**src/include/motion_cmd_pkg.sv**
```systemverilog
// How it works
// - enabled source with defined vector suspends program and jumps to its handler
// - accumulator, X register and flags are saved before handler entry
// - no nesting; other sources held off until the handler returns
// - return_from_irq restores saved context and resumes at interrupted address
// - global_param_write with bank 3 sets interrupt settings such as timer interval
// - interrupt taken only with own enable and global enable (number 255)
// - code 1 selects velocity mode, target velocity gets value, positive direction
// - code 2 selects velocity mode, target velocity gets value, negative direction
// - velocity operand is a signed 32-bit microsteps per second value
// - code 3 selects velocity mode and sets target velocity to zero
// - accepted rotate or stop commands reply with status 100
// - frame is address, instruction, type, bank, value msb first, checksum
// - fixed interrupt numbers: timers 0 to 2, input change 39
package motion_cmd_pkg;
  localparam int FRAME_LEN = 9;
  localparam logic [7:0] INSN_ROTATE_CW = 8'h01;
  localparam logic [7:0] INSN_ROTATE_CCW = 8'h02;
  localparam logic [7:0] INSN_SOFT_STOP = 8'h03;
  localparam logic [7:0] INSN_GLOBAL_PARAM = 8'h09;
  localparam logic [7:0] INSN_IRQ_ENABLE = 8'h19;
  localparam logic [7:0] INSN_IRQ_DISABLE = 8'h1A;
  localparam logic [7:0] INSN_IRQ_VECTOR = 8'h25;
  localparam logic [7:0] INSN_RETURN_IRQ = 8'h26;
  localparam logic [7:0] IRQ_BANK = 8'h03;
  localparam logic [7:0] IRQ_GLOBAL = 8'hFF;
  localparam logic [7:0] IRQ_TIMER0 = 8'h00;
  localparam logic [7:0] IRQ_TIMER2 = 8'h02;
  localparam logic [7:0] IRQ_INPUT_CHANGE = 8'h27;
  localparam int NUM_SRC = 4;
  localparam logic [7:0] STATUS_OK = 8'h64;
  localparam logic [7:0] STATUS_BAD_SUM = 8'h01;
  localparam logic [7:0] STATUS_BAD_CMD = 8'h02;
  localparam logic [7:0] TARGET_VEL_PARAM = 8'h02;
  localparam logic [7:0] MODE_VELOCITY = 8'h01;

  typedef struct packed {
    logic [7:0] addr;
    logic [7:0] insn;
    logic [7:0] ctype;
    logic [7:0] bank;
    logic [31:0] value;
  } frame_t;

  typedef struct packed {
    logic [7:0] addr;
    logic [7:0] status;
    logic [7:0] insn;
    logic [31:0] value;
  } reply_t;

  typedef struct packed {
    logic [31:0] accu;
    logic [31:0] xreg;
    logic [3:0] flags;
    logic [15:0] pc;
  } context_t;

  function automatic logic [7:0] sum8(input logic [7:0] a, input logic [7:0] b);
    return 8'(a + b);
  endfunction
endpackage

```
**src/design/irq_vector_mem.sv**
```systemverilog
`timescale 1ns/1ps
`default_nettype none
module irq_vector_mem #(
  parameter int DEPTH = 4,
  parameter int AW = 2,
  parameter int DW = 16
) (
  input wire logic clk,
  input wire logic rst,
  input wire logic wrEn,
  input wire logic [AW-1:0] wrAddr,
  input wire logic [DW-1:0] wrData,
  input wire logic [AW-1:0] rdAddr,
  output logic [DW-1:0] rdData,
  output logic [DEPTH-1:0] defined
);
  logic [DW-1:0] mem [DEPTH];
  logic [DEPTH-1:0] definedReg;

  assign defined = definedReg;

  always_ff @(posedge clk)
  begin
    if (wrEn)
    begin
      mem[wrAddr] <= wrData;
    end
    rdData <= mem[rdAddr];
  end

  always_ff @(posedge clk or posedge rst)
  begin
    if (rst)
    begin
      definedReg <= '0;
    end
    else if (wrEn)
    begin
      definedReg[wrAddr] <= 1'b1;
    end
  end
endmodule // irq_vector_mem
`default_nettype wire

```
**src/design/motion_cmd_interrupt_engine.sv**
```systemverilog
`timescale 1ns/1ps
`default_nettype none
module motion_cmd_interrupt_engine #(
  parameter logic [7:0] MODULE_ADDR = 8'h01
) (
  input wire logic clk,
  input wire logic rst,
  input wire logic [7:0] rxByte,
  input wire logic rxValid,
  output logic rxReady,
  output motion_cmd_pkg::reply_t reply,
  output logic replyValid,
  input wire logic replyReady,
  input wire motion_cmd_pkg::frame_t progInsn,
  input wire logic progValid,
  output logic [15:0] progPc,
  output logic progAdvance,
  input wire logic [15:0] progNextPc,
  input wire logic [31:0] progAccu,
  input wire logic [31:0] progXreg,
  input wire logic [3:0] progFlags,
  output motion_cmd_pkg::context_t restoreCtx,
  output logic restoreValid,
  input wire logic [motion_cmd_pkg::NUM_SRC-1:0] irqEvent,
  output logic [31:0] targetVelocity,
  output logic [7:0] motionMode,
  output logic [7:0] velParamIndex,
  output logic [31:0] irqParam [motion_cmd_pkg::NUM_SRC],
  output logic inHandler
);
  import motion_cmd_pkg::*;

  // ----------------------------------------
  // frame assembly
  // ----------------------------------------
  logic [3:0] byteCnt_reg;
  logic [63:0] shift_reg;
  logic [7:0] sum_reg;
  logic frameDone_reg;
  logic sumOk_reg;
  wire logic lastByte = rxValid && rxReady && (byteCnt_reg == 4'(FRAME_LEN - 1));

  assign rxReady = !replyValid;

  always_ff @(posedge clk or posedge rst)
  begin
    if (rst)
    begin
      byteCnt_reg <= '0;
      shift_reg <= '0;
      sum_reg <= '0;
      frameDone_reg <= 1'b0;
      sumOk_reg <= 1'b0;
    end
    else
    begin
      frameDone_reg <= lastByte;
      if (rxValid && rxReady)
      begin
        if (lastByte)
        begin
          byteCnt_reg <= '0;
          sum_reg <= '0;
          sumOk_reg <= (rxByte == sum_reg);
        end
        else
        begin
          byteCnt_reg <= byteCnt_reg + 4'h1;
          shift_reg <= {shift_reg[55:0], rxByte};
          sum_reg <= sum8(sum_reg, rxByte);
        end
      end
    end
  end

  wire frame_t hostFrame = frame_t'(shift_reg);
  wire logic hostCmd = frameDone_reg && (hostFrame.addr == MODULE_ADDR);

  // ----------------------------------------
  // instruction decode (shared by host and program)
  // ----------------------------------------
  wire frame_t cmd = hostCmd ? hostFrame : progInsn;
  wire logic progStep = !hostCmd && progValid;
  wire logic cmdAct = (hostCmd && sumOk_reg) || progStep;
  wire logic isRot = (cmd.insn == INSN_ROTATE_CW) || (cmd.insn == INSN_ROTATE_CCW);
  wire logic isStop = (cmd.insn == INSN_SOFT_STOP);
  wire logic isMotion = (isRot || isStop) && (cmd.ctype == 8'h00) && (cmd.bank == 8'h00);
  wire logic isParam = (cmd.insn == INSN_GLOBAL_PARAM) && (cmd.bank == IRQ_BANK);
  wire logic isEnable = (cmd.insn == INSN_IRQ_ENABLE) || (cmd.insn == INSN_IRQ_DISABLE);
  wire logic isVector = (cmd.insn == INSN_IRQ_VECTOR);
  wire logic isReturn = (cmd.insn == INSN_RETURN_IRQ) && progStep;
  wire logic known = isMotion || isParam || isEnable || isVector || isReturn;

  function automatic logic [1:0] srcIndex(input logic [7:0] num);
    if (num == IRQ_INPUT_CHANGE)
    begin
      return 2'd3;
    end
    return num[1:0];
  endfunction

  wire logic srcValid = (cmd.ctype <= IRQ_TIMER2) || (cmd.ctype == IRQ_INPUT_CHANGE);
  wire logic [1:0] srcSel = srcIndex(cmd.ctype);

  // ----------------------------------------
  // motion target
  // ----------------------------------------
  logic [31:0] vel_reg;
  logic [7:0] mode_reg;
  wire logic [31:0] vel_next = (cmd.insn == INSN_ROTATE_CW) ? cmd.value
                             : (cmd.insn == INSN_ROTATE_CCW) ? 32'(-$signed(cmd.value))
                             : 32'h0000_0000;

  always_ff @(posedge clk or posedge rst)
  begin
    if (rst)
    begin
      vel_reg <= '0;
      mode_reg <= '0;
    end
    else if (cmdAct && isMotion)
    begin
      vel_reg <= vel_next;
      mode_reg <= MODE_VELOCITY;
    end
  end

  assign targetVelocity = vel_reg;
  assign motionMode = mode_reg;
  assign velParamIndex = TARGET_VEL_PARAM;

  // ----------------------------------------
  // interrupt configuration
  // ----------------------------------------
  logic [NUM_SRC-1:0] enable_reg;
  logic globalEn_reg;
  logic [31:0] param_reg [NUM_SRC];
  logic [NUM_SRC-1:0] vecDefined;
  logic [15:0] vecAddr;
  logic [NUM_SRC-1:0] pending_reg;
  logic [1:0] takeSrc;

  always_ff @(posedge clk or posedge rst)
  begin
    if (rst)
    begin
      enable_reg <= '0;
      globalEn_reg <= 1'b0;
      for (int i = 0; i < NUM_SRC; i++)
      begin
        param_reg[i] <= '0;
      end
    end
    else if (cmdAct && isEnable)
    begin
      if (cmd.ctype == IRQ_GLOBAL)
      begin
        globalEn_reg <= (cmd.insn == INSN_IRQ_ENABLE);
      end
      else if (srcValid)
      begin
        enable_reg[srcSel] <= (cmd.insn == INSN_IRQ_ENABLE);
      end
    end
    else if (cmdAct && isParam && srcValid)
    begin
      param_reg[srcSel] <= cmd.value;
    end
  end

  assign irqParam = param_reg;

  irq_vector_mem #(
    .DEPTH(NUM_SRC),
    .AW(2),
    .DW(16)
  ) vectors (
    .clk(clk),
    .rst(rst),
    .wrEn(cmdAct && isVector && srcValid),
    .wrAddr(srcSel),
    .wrData(cmd.value[15:0]),
    .rdAddr(takeSrc),
    .rdData(vecAddr),
    .defined(vecDefined)
  );

  // ----------------------------------------
  // interrupt dispatch
  // ----------------------------------------
  typedef enum logic [1:0] {RUN, FETCH, HANDLER} irq_state_t;
  irq_state_t state_reg;
  context_t saved_reg;
  logic [15:0] pc_reg;
  logic restore_reg;

  wire logic [NUM_SRC-1:0] ready = pending_reg & enable_reg & vecDefined;
  wire logic anyReady = (|ready) && globalEn_reg;
  wire logic boundary = progStep && (state_reg == RUN);
  wire logic take = anyReady && boundary;

  always_comb
  begin
    takeSrc = 2'd0;
    for (int i = NUM_SRC - 1; i >= 0; i--)
    begin
      if (ready[i])
      begin
        takeSrc = 2'(i);
      end
    end
  end

  always_ff @(posedge clk or posedge rst)
  begin
    if (rst)
    begin
      pending_reg <= '0;
    end
    else
    begin
      for (int i = 0; i < NUM_SRC; i++)
      begin
        if (irqEvent[i])
        begin
          pending_reg[i] <= 1'b1;
        end
        else if (take && (takeSrc == 2'(i)))
        begin
          pending_reg[i] <= 1'b0;
        end
      end
    end
  end

  always_ff @(posedge clk or posedge rst)
  begin
    if (rst)
    begin
      state_reg <= RUN;
      saved_reg <= '0;
      pc_reg <= '0;
      restore_reg <= 1'b0;
    end
    else
    begin
      restore_reg <= 1'b0;
      case (state_reg)
        RUN:
        begin
          if (take)
          begin
            saved_reg <= '{progAccu, progXreg, progFlags, pc_reg};
            state_reg <= FETCH;
          end
          else if (progStep)
          begin
            pc_reg <= progNextPc;
          end
        end
        FETCH:
        begin
          pc_reg <= vecAddr;
          state_reg <= HANDLER;
        end
        HANDLER:
        begin
          if (isReturn)
          begin
            pc_reg <= saved_reg.pc;
            restore_reg <= 1'b1;
            state_reg <= RUN;
          end
          else if (progStep)
          begin
            pc_reg <= progNextPc;
          end
        end
        default:
        begin
          state_reg <= RUN;
        end
      endcase
    end
  end

  assign progPc = pc_reg;
  assign progAdvance = progStep && (state_reg != FETCH) && !take;
  assign restoreCtx = saved_reg;
  assign restoreValid = restore_reg;
  assign inHandler = (state_reg != RUN);

  // ----------------------------------------
  // host reply
  // ----------------------------------------
  reply_t reply_reg;
  logic replyValid_reg;

  always_ff @(posedge clk or posedge rst)
  begin
    if (rst)
    begin
      reply_reg <= '0;
      replyValid_reg <= 1'b0;
    end
    else if (hostCmd)
    begin
      replyValid_reg <= 1'b1;
      reply_reg.addr <= MODULE_ADDR;
      reply_reg.insn <= hostFrame.insn;
      reply_reg.value <= '0;
      reply_reg.status <= !sumOk_reg ? STATUS_BAD_SUM
                        : known ? STATUS_OK : STATUS_BAD_CMD;
    end
    else if (replyReady)
    begin
      replyValid_reg <= 1'b0;
    end
  end

  assign reply = reply_reg;
  assign replyValid = replyValid_reg;
endmodule // motion_cmd_interrupt_engine
`default_nettype wire

```
**config.mk**
```make
export PLATFORM = sky130hd
export DESIGN_NAME = motion_cmd_interrupt_engine
export DESIGN_NICKNAME = d
export VERILOG_FILES = /design/src/include/motion_cmd_pkg.sv /design/src/design/irq_vector_mem.sv /design/src/design/motion_cmd_interrupt_engine.sv
export SDC_FILE = /design/constraint.sdc
export NUM_CORES = 1
export LEC_CHECK = 0
export BUFFER_PORTS_ARGS = -buffer_cell sky130_fd_sc_hd__buf_4
export CELL_PAD_IN_SITES_DETAIL_PLACEMENT = 1
export CELL_PAD_IN_SITES_GLOBAL_PLACEMENT = 2
export CORE_MARGIN = 2
export CORE_UTILIZATION = 33
export DETAILED_ROUTE_END_ITERATION = 10
export GPL_ROUTABILITY_DRIVEN = 0
export MAX_ROUTING_LAYER = met4
export PLACE_DENSITY_LB_ADDON = 0.1
export SLEW_MARGIN = 20
export SYNTH_ARGS = -nofsm -noshare
export SYNTH_HDL_FRONTEND = slang
export SYNTH_SLANG_ARGS = --single-unit
```
**constraint.sdc**
```tcl
create_clock -name clk -period 13.5 [get_ports clk]
set_input_delay 1.35 -clock clk [delete_from_list [all_inputs] [get_ports clk]]
set_output_delay 1.35 -clock clk [all_outputs]
set_load 0.01 [all_outputs]
```
# Word level (Yosys, flattened, before mapping)
# Memory sizes are Yosys's and may differ from the RTL's. A register that Yosys moved wholly into a read port is not among the register bits.
# Cells that the tools add are included.
# totals
n_memories	1
ff_bits	373
inputBits	165
ram_bits	64
# memory_table
name	words	word_bits	rd	rd_clocked_by_memory_dff	wr	line_no	text
vectors.mem	4	16	1	1	1	irq_vector_mem.sv:17	logic [DW-1:0] mem [DEPTH];
# op_classes
n_bitwise	7
add_sub_neg	3
order_cmp	5
n_reduce_logical	58
mux	41
eq_ne	23
# ops
op	n
bitwise mux 128 bit	1
two-way mux 32 bit	3
demux 32 bit (select 2 bit)	1
two-way mux 56 bit	1
two-way mux 16 bit	3
case mux 16 bit (3 select lines)	1
negator 32 bit	1
logical AND 1 bit	26
equality test 8 x 2 -> 1 bit (second input constant)	3
equality test 8 x 6 -> 1 bit (second input constant)	3
equality test 8 x 1 -> 1 bit (second input constant)	2
equality test 8 x 5 -> 1 bit (second input constant)	2
zero test 8 bit	2
two-way mux 1 bit	16
two-way mux 2 bit	8
two-way mux 7 bit	2
AND reduction 2 bit	7
nonzero test 2 bit	6
logical OR 1 bit	9
adder 8 bit	1
AND 4 bit	2
equality test 8 x 4 -> 1 bit (second input constant)	1
equality test 8 bit	1
equality test 8 bit (second input constant)	1
24 further kinds	34

# Depth between registers and ports, before layout
# depth
ltp_word	14
depth_mapped	14
ltp_nobuf	11

# Modules after synthesis
# Synthesis repeated with hierarchy kept, for this count alone.
# unflattened
hier_cells	1728
area_unflattened_um2	19896.6
# modules_own_cells
mod	seq_area_each_um2	area_each_um2	n_inst	cells_per_inst
motion_cmd_interrupt_engine	9108.7	17070.1	1	1614
irq_vector_mem	2342.2	2826.5	1	114

# Worst setup path after synthesis
# No wires, ideal clock.
# synth_path
path_type	in2reg
start	input progInsn[43] (netlist name)
end	memory vectors.mem[3][0] (enable)
path_buffers	0
arrival_ps	3181
required_ps	13111
path_stages	6
slack_ps	9930
cell_sequence	nor4_1 > o211ai_1 > mux2_2 > inv_1 > nand2_1 > nor2_1
# synth_via
elab_chain_cells	6
# synth_rtl
item	line_no	text
from (decl)	motion_cmd_interrupt_engine.sv:14	input wire motion_cmd_pkg::frame_t progInsn,
two-way mux 56 bit (*)	motion_cmd_interrupt_engine.sv:82	wire frame_t cmd = hostCmd ? hostFrame : progInsn;
<= comparator 8 x 2 -> 1 bit or equality test 8 x 6 -> 1 bit (tied branches)	motion_cmd_interrupt_engine.sv:102, motion_cmd_interrupt_engine.sv:95	
logical OR 1 bit	motion_cmd_interrupt_engine.sv:102	wire logic srcValid = (cmd.ctype <= IRQ_TIMER2) || (cmd.ctype == IRQ_INPUT_CHANGE);
logical AND 1 bit	motion_cmd_interrupt_engine.sv:180	.wrEn(cmdAct && isVector && srcValid),
two-way mux 1 bit	irq_vector_mem.sv:24	if (wrEn)
two-way mux 1 bit (implied by the code)	irq_vector_mem.sv:26	mem[wrAddr] <= wrData;
to (decl)	irq_vector_mem.sv:17	
# Mark *: on every way between the ends. The rest lies on a longest branch, timed or not.

# Worst setup path in the final report
# layout_path
start	register shift_reg[62], in the netlist hostFrame[62]
end	register vel_reg[22], in the netlist targetVelocity[22]
# layout_via
elab_chain_cells	9
# layout_rtl
item	line_no	text
from (decl)	motion_cmd_interrupt_engine.sv:37	logic [63:0] shift_reg;
from (signal assigned)	motion_cmd_interrupt_engine.sv:69	shift_reg <= {shift_reg[55:0], rxByte};
equality test 8 x 1 -> 1 bit (*)	motion_cmd_interrupt_engine.sv:77	wire logic hostCmd = frameDone_reg && (hostFrame.addr == MODULE_ADDR);
logical AND 1 bit (*)	motion_cmd_interrupt_engine.sv:77	
branches (longest 7 deep; another with negator 32 bit)	-	
to (signal assigned)	motion_cmd_interrupt_engine.sv:123	vel_reg <= vel_next;
to (decl)	motion_cmd_interrupt_engine.sv:108	logic [31:0] vel_reg;
# Mark *: on every way between the ends.
# A chain may end at the register's enable or synchronous reset.

==> impl_metrics.yaml <==
detailed_routing:
  wl_met1_um: 28200
  drt-initial-drc-count: 897
  met2WireLength_um: 32700
  ant_nets: 0
  routed-wl-met3_um: 3540
  vias_per_cell: 4.93
  top_layer: "met4"
  wirelength_um: 65800
  vias: 15200
  drtPass1Iterations: 5
  wl_per_cell_um: 21.4
  drcViolationCount: 0
floorplan:
  start_util_pct: 33.4
  core_area_mm2: 0.0577
  ios: 502
  dieWidth_um: 246
  die_h_um: 246
  die_area_mm2: 0.0604
  rows: 88
clocking:
  clockBufferDepth: 3
  cts_tree: "done"
  cts_setup_buffers: 0
  cts.sinks: 448
  root_buffer: "clkbuf_16"
  ctsHtreeMaxLevel: 2
  cts_made_buffers: 52
  cts_hold_buf: 0
  insertion_delay_ns: 0.60
  clk_pin_slew_ns: 0.06
  post_cts_resized: 0
global_routing:
  grt_max_degree: 128
  overflow: 0
  grt_antenna_before_repair: 0
  grt_pass1_vias: 15800
  track_usage_pct: 22.1
  grt_first_pass_wirelength_um: 98600
logic_synthesis:
  yosys_warnings: 0
  ys.flop_type: "dfrtp_1"
  yosysSeqAreaShare_pct: 59.4
  synth_top_family_by_area: "simple AND/OR/NAND/NOR gates"
  synthSimpleGateAreaFrac_pct: 16.9
  synthMuxAreaShare_pct: 6.25
  synth-seq-cells: 448
  synth_cells: 1853
  async_flop_share_pct: 82.1
  synth.distinct_cells: 68
  synthesis.area_mm2: 0.0193
  yosys.cell_count.top_type: "nand2_1"
  yosysTopAreaCell: "dfrtp_1"
  synth-xor-area-share_pct: 1.63
  synth_top_cell_area_share_pct: 47.7
  synth_compound_area_share_pct: 10.0
  yosys-top-cells-area: "dfrtp_1, nand2_1, edfxtp_1"
  ys_top_cells_by_count: "nand2_1, dfrtp_1, o21ai_0, clkbuf_1, mux2_2"
  synth_fa_ha_area_share_pct: 1.08
  avgSynthCellArea_um2: 10.4
  synth-edff-count: 64
critical_path:
  cp.arrival_ns: 5.06
  critPathMaxFanout: 60
  slowest_stage: "buf_4"
  cp_num_buf_inv: 2
  critPathRequiredTime_ns: 14.00
  cpPeakStageDelay_ns: 0.55
  crit_type: "flip-flop to flip-flop"
  critPathTopFamily: "simple AND/OR/NAND/NOR gates"
  cp-start-kind: "flip-flop"
  worst_path_most_repeated_cell: "buf_4"
  crit_chain: "nor4b_2 > nand3_4 > buf_4 > mux2i_1 > buf_4 > ha_1 > nor3b_1 > nand2_1 > or3_2 > o21ai_0 > a21oi_1 > xor2_1 > o31ai_1"
  cp-end-kind: "flip-flop"
power_and_ir_drop:
  p_int_mw: 2.61
  p_sw_mw: 1.04
  peakVddDrop_mv: 0.0917
  seqPwrFrac_pct: 45.9
  p_clk_share_pct: 38.8
  switching_share_pct: 28.4
  p_per_area_mw_per_mm2: 146
  leakage_nw: 12.1
  p_comb_share_pct: 15.4
layout:
  n_fill_cell: 6455
  antenna_cells: 0
  area_delta_synth_final_pct: 29.1
  largest_reg_flops: 128
  drive_above_1_share_pct: 28.0
  nNetsFinal: 2453
  stdcell_area_mm2: 0.0249
timing:
  finalCritPeriodShare_pct: 33.8
  rsz0062_at_grt: "false"
  worst_pin_slew_ns: 1.03
  fin_skew_ns: 0.0202
  finalMaxSlewViolations: 0
  min_period_ns: 4.56
  hold_viol_final: 0
  maxSlewHeadroom_pct: 29.5
  setup_tns_ns: 0
  setup_slack_ns: 8.94
  max_freq_ghz: 0.219
  whs_ns: 0.433
  setup-violations-final: 0
min_path:
  hold_class: "flip-flop to flip-flop"
placed_design:
  placed_cell_area_mm2: 0.0232
  numPortBuffers: 436
  dpl_worst_slack_ns: 8.98
  dp_hpwl_um: 47800
run_status:
  status: "finished clean"
job:
  maxCapViolCount: 0
==> power by group through the flow <==
stage          clock network, mW  logic, mW  registers (mW)
6_report                    1.41      0.560            1.67
5_1_grt                     1.51      0.620            1.70
4_1_cts                     1.46      0.568            1.67
3_5_place_dp                   0      0.568            1.70
3_3_place_gp                   0      0.548            1.69
2_1_floorplan                  0      0.380            1.64
==> routing by layer <==
| layer | vias up | track usage, % |
|---|---|---|
| li1 | 7120 | - |
| met4 | 0 | 6.13 |
| met5 | - | - |
| met3 | 81 | 3.87 |
| met1 | 7604 | 27.9 |
| met2 | 364 | 36.5 |
==> layout make-up <==
type / count / area (um2) / share of cell area, %
inverter: 31 / 124 / 0.497
sequential: 448 / 11500 / 46.0
timing repair buffer: 459 / 3450 / 13.8
clock inverter: 22 / 206 / 0.829
multi-input combinational: 1280 / 7210 / 28.9
clock buffer: 75 / 1520 / 6.10
tap: 765 / 957 / 3.84
==> through the flow <==
stage          cells  power [mW]  utilization (%)
3_5_place_dp    2983        2.27             40.2
5_1_grt         3080        3.82             43.2
4_1_cts         3080        3.70             43.2
6_report        3080        3.65             43.2
2_1_floorplan   1908        2.02                -
3_3_place_gp    2983        2.24             40.1
==> worst paths after layout <==
| kind | from | end | slack [ns] | depth (start not counted) |
|---|---|---|---|---|
| setup reg to reg | hostFrame[62]$_DFFE_PP0P_ | targetVelocity[22]$_DFFE_PP0P_ | 8.94 | 13 |
| min in group asynchronous | rst | restoreCtx[66]$_DFFE_PP0P_ | 0.93 | 2 |
| hold reg to reg | vectors.mem[0][5]$_DFFE_PP_ | vectors.rdData[5]$_DFF_P_ | 0.43 | 2 |
| max in group asynchronous | rst | irqParam[64]$_DFFE_PP0P_ | 10.25 | 4 |
| hold / removal | vectors.mem[0][5]$_DFFE_PP_ | vectors.rdData[5]$_DFF_P_ | 0.43 | 2 |
| setup / recovery | hostFrame[62]$_DFFE_PP0P_ | targetVelocity[22]$_DFFE_PP0P_ | 8.94 | 13 |
==> worst min-delay path, cell delays in order (launching register included) <==
cell and delay, ns:
edfxtp_1 0.32, nand2_1 0.05, nand2_1 0.05
==> logic make-up after synthesis <==
group	count (synthesis)
compound gates	308
xor+xnor	36
fa+ha+maj	16
buf+inv	180
flops	448
mux	111
other cells	2
simple gates	752
==> layout by cell type (no fill, tap or decap), types with 27 or more instances in the layout <==
cell / count
o21ai_0: 183
nor2_1: 53
inv_1: 30
conb_1: 57
edfxtp_1: 64
buf_4: 459
mux2i_1: 35
nand3_1: 27
mux2_2: 72
dfrtp_1: 368
clkbuf_16: 54
nand2_1: 519
Note: power is estimated with default switching activity, not from simulation.
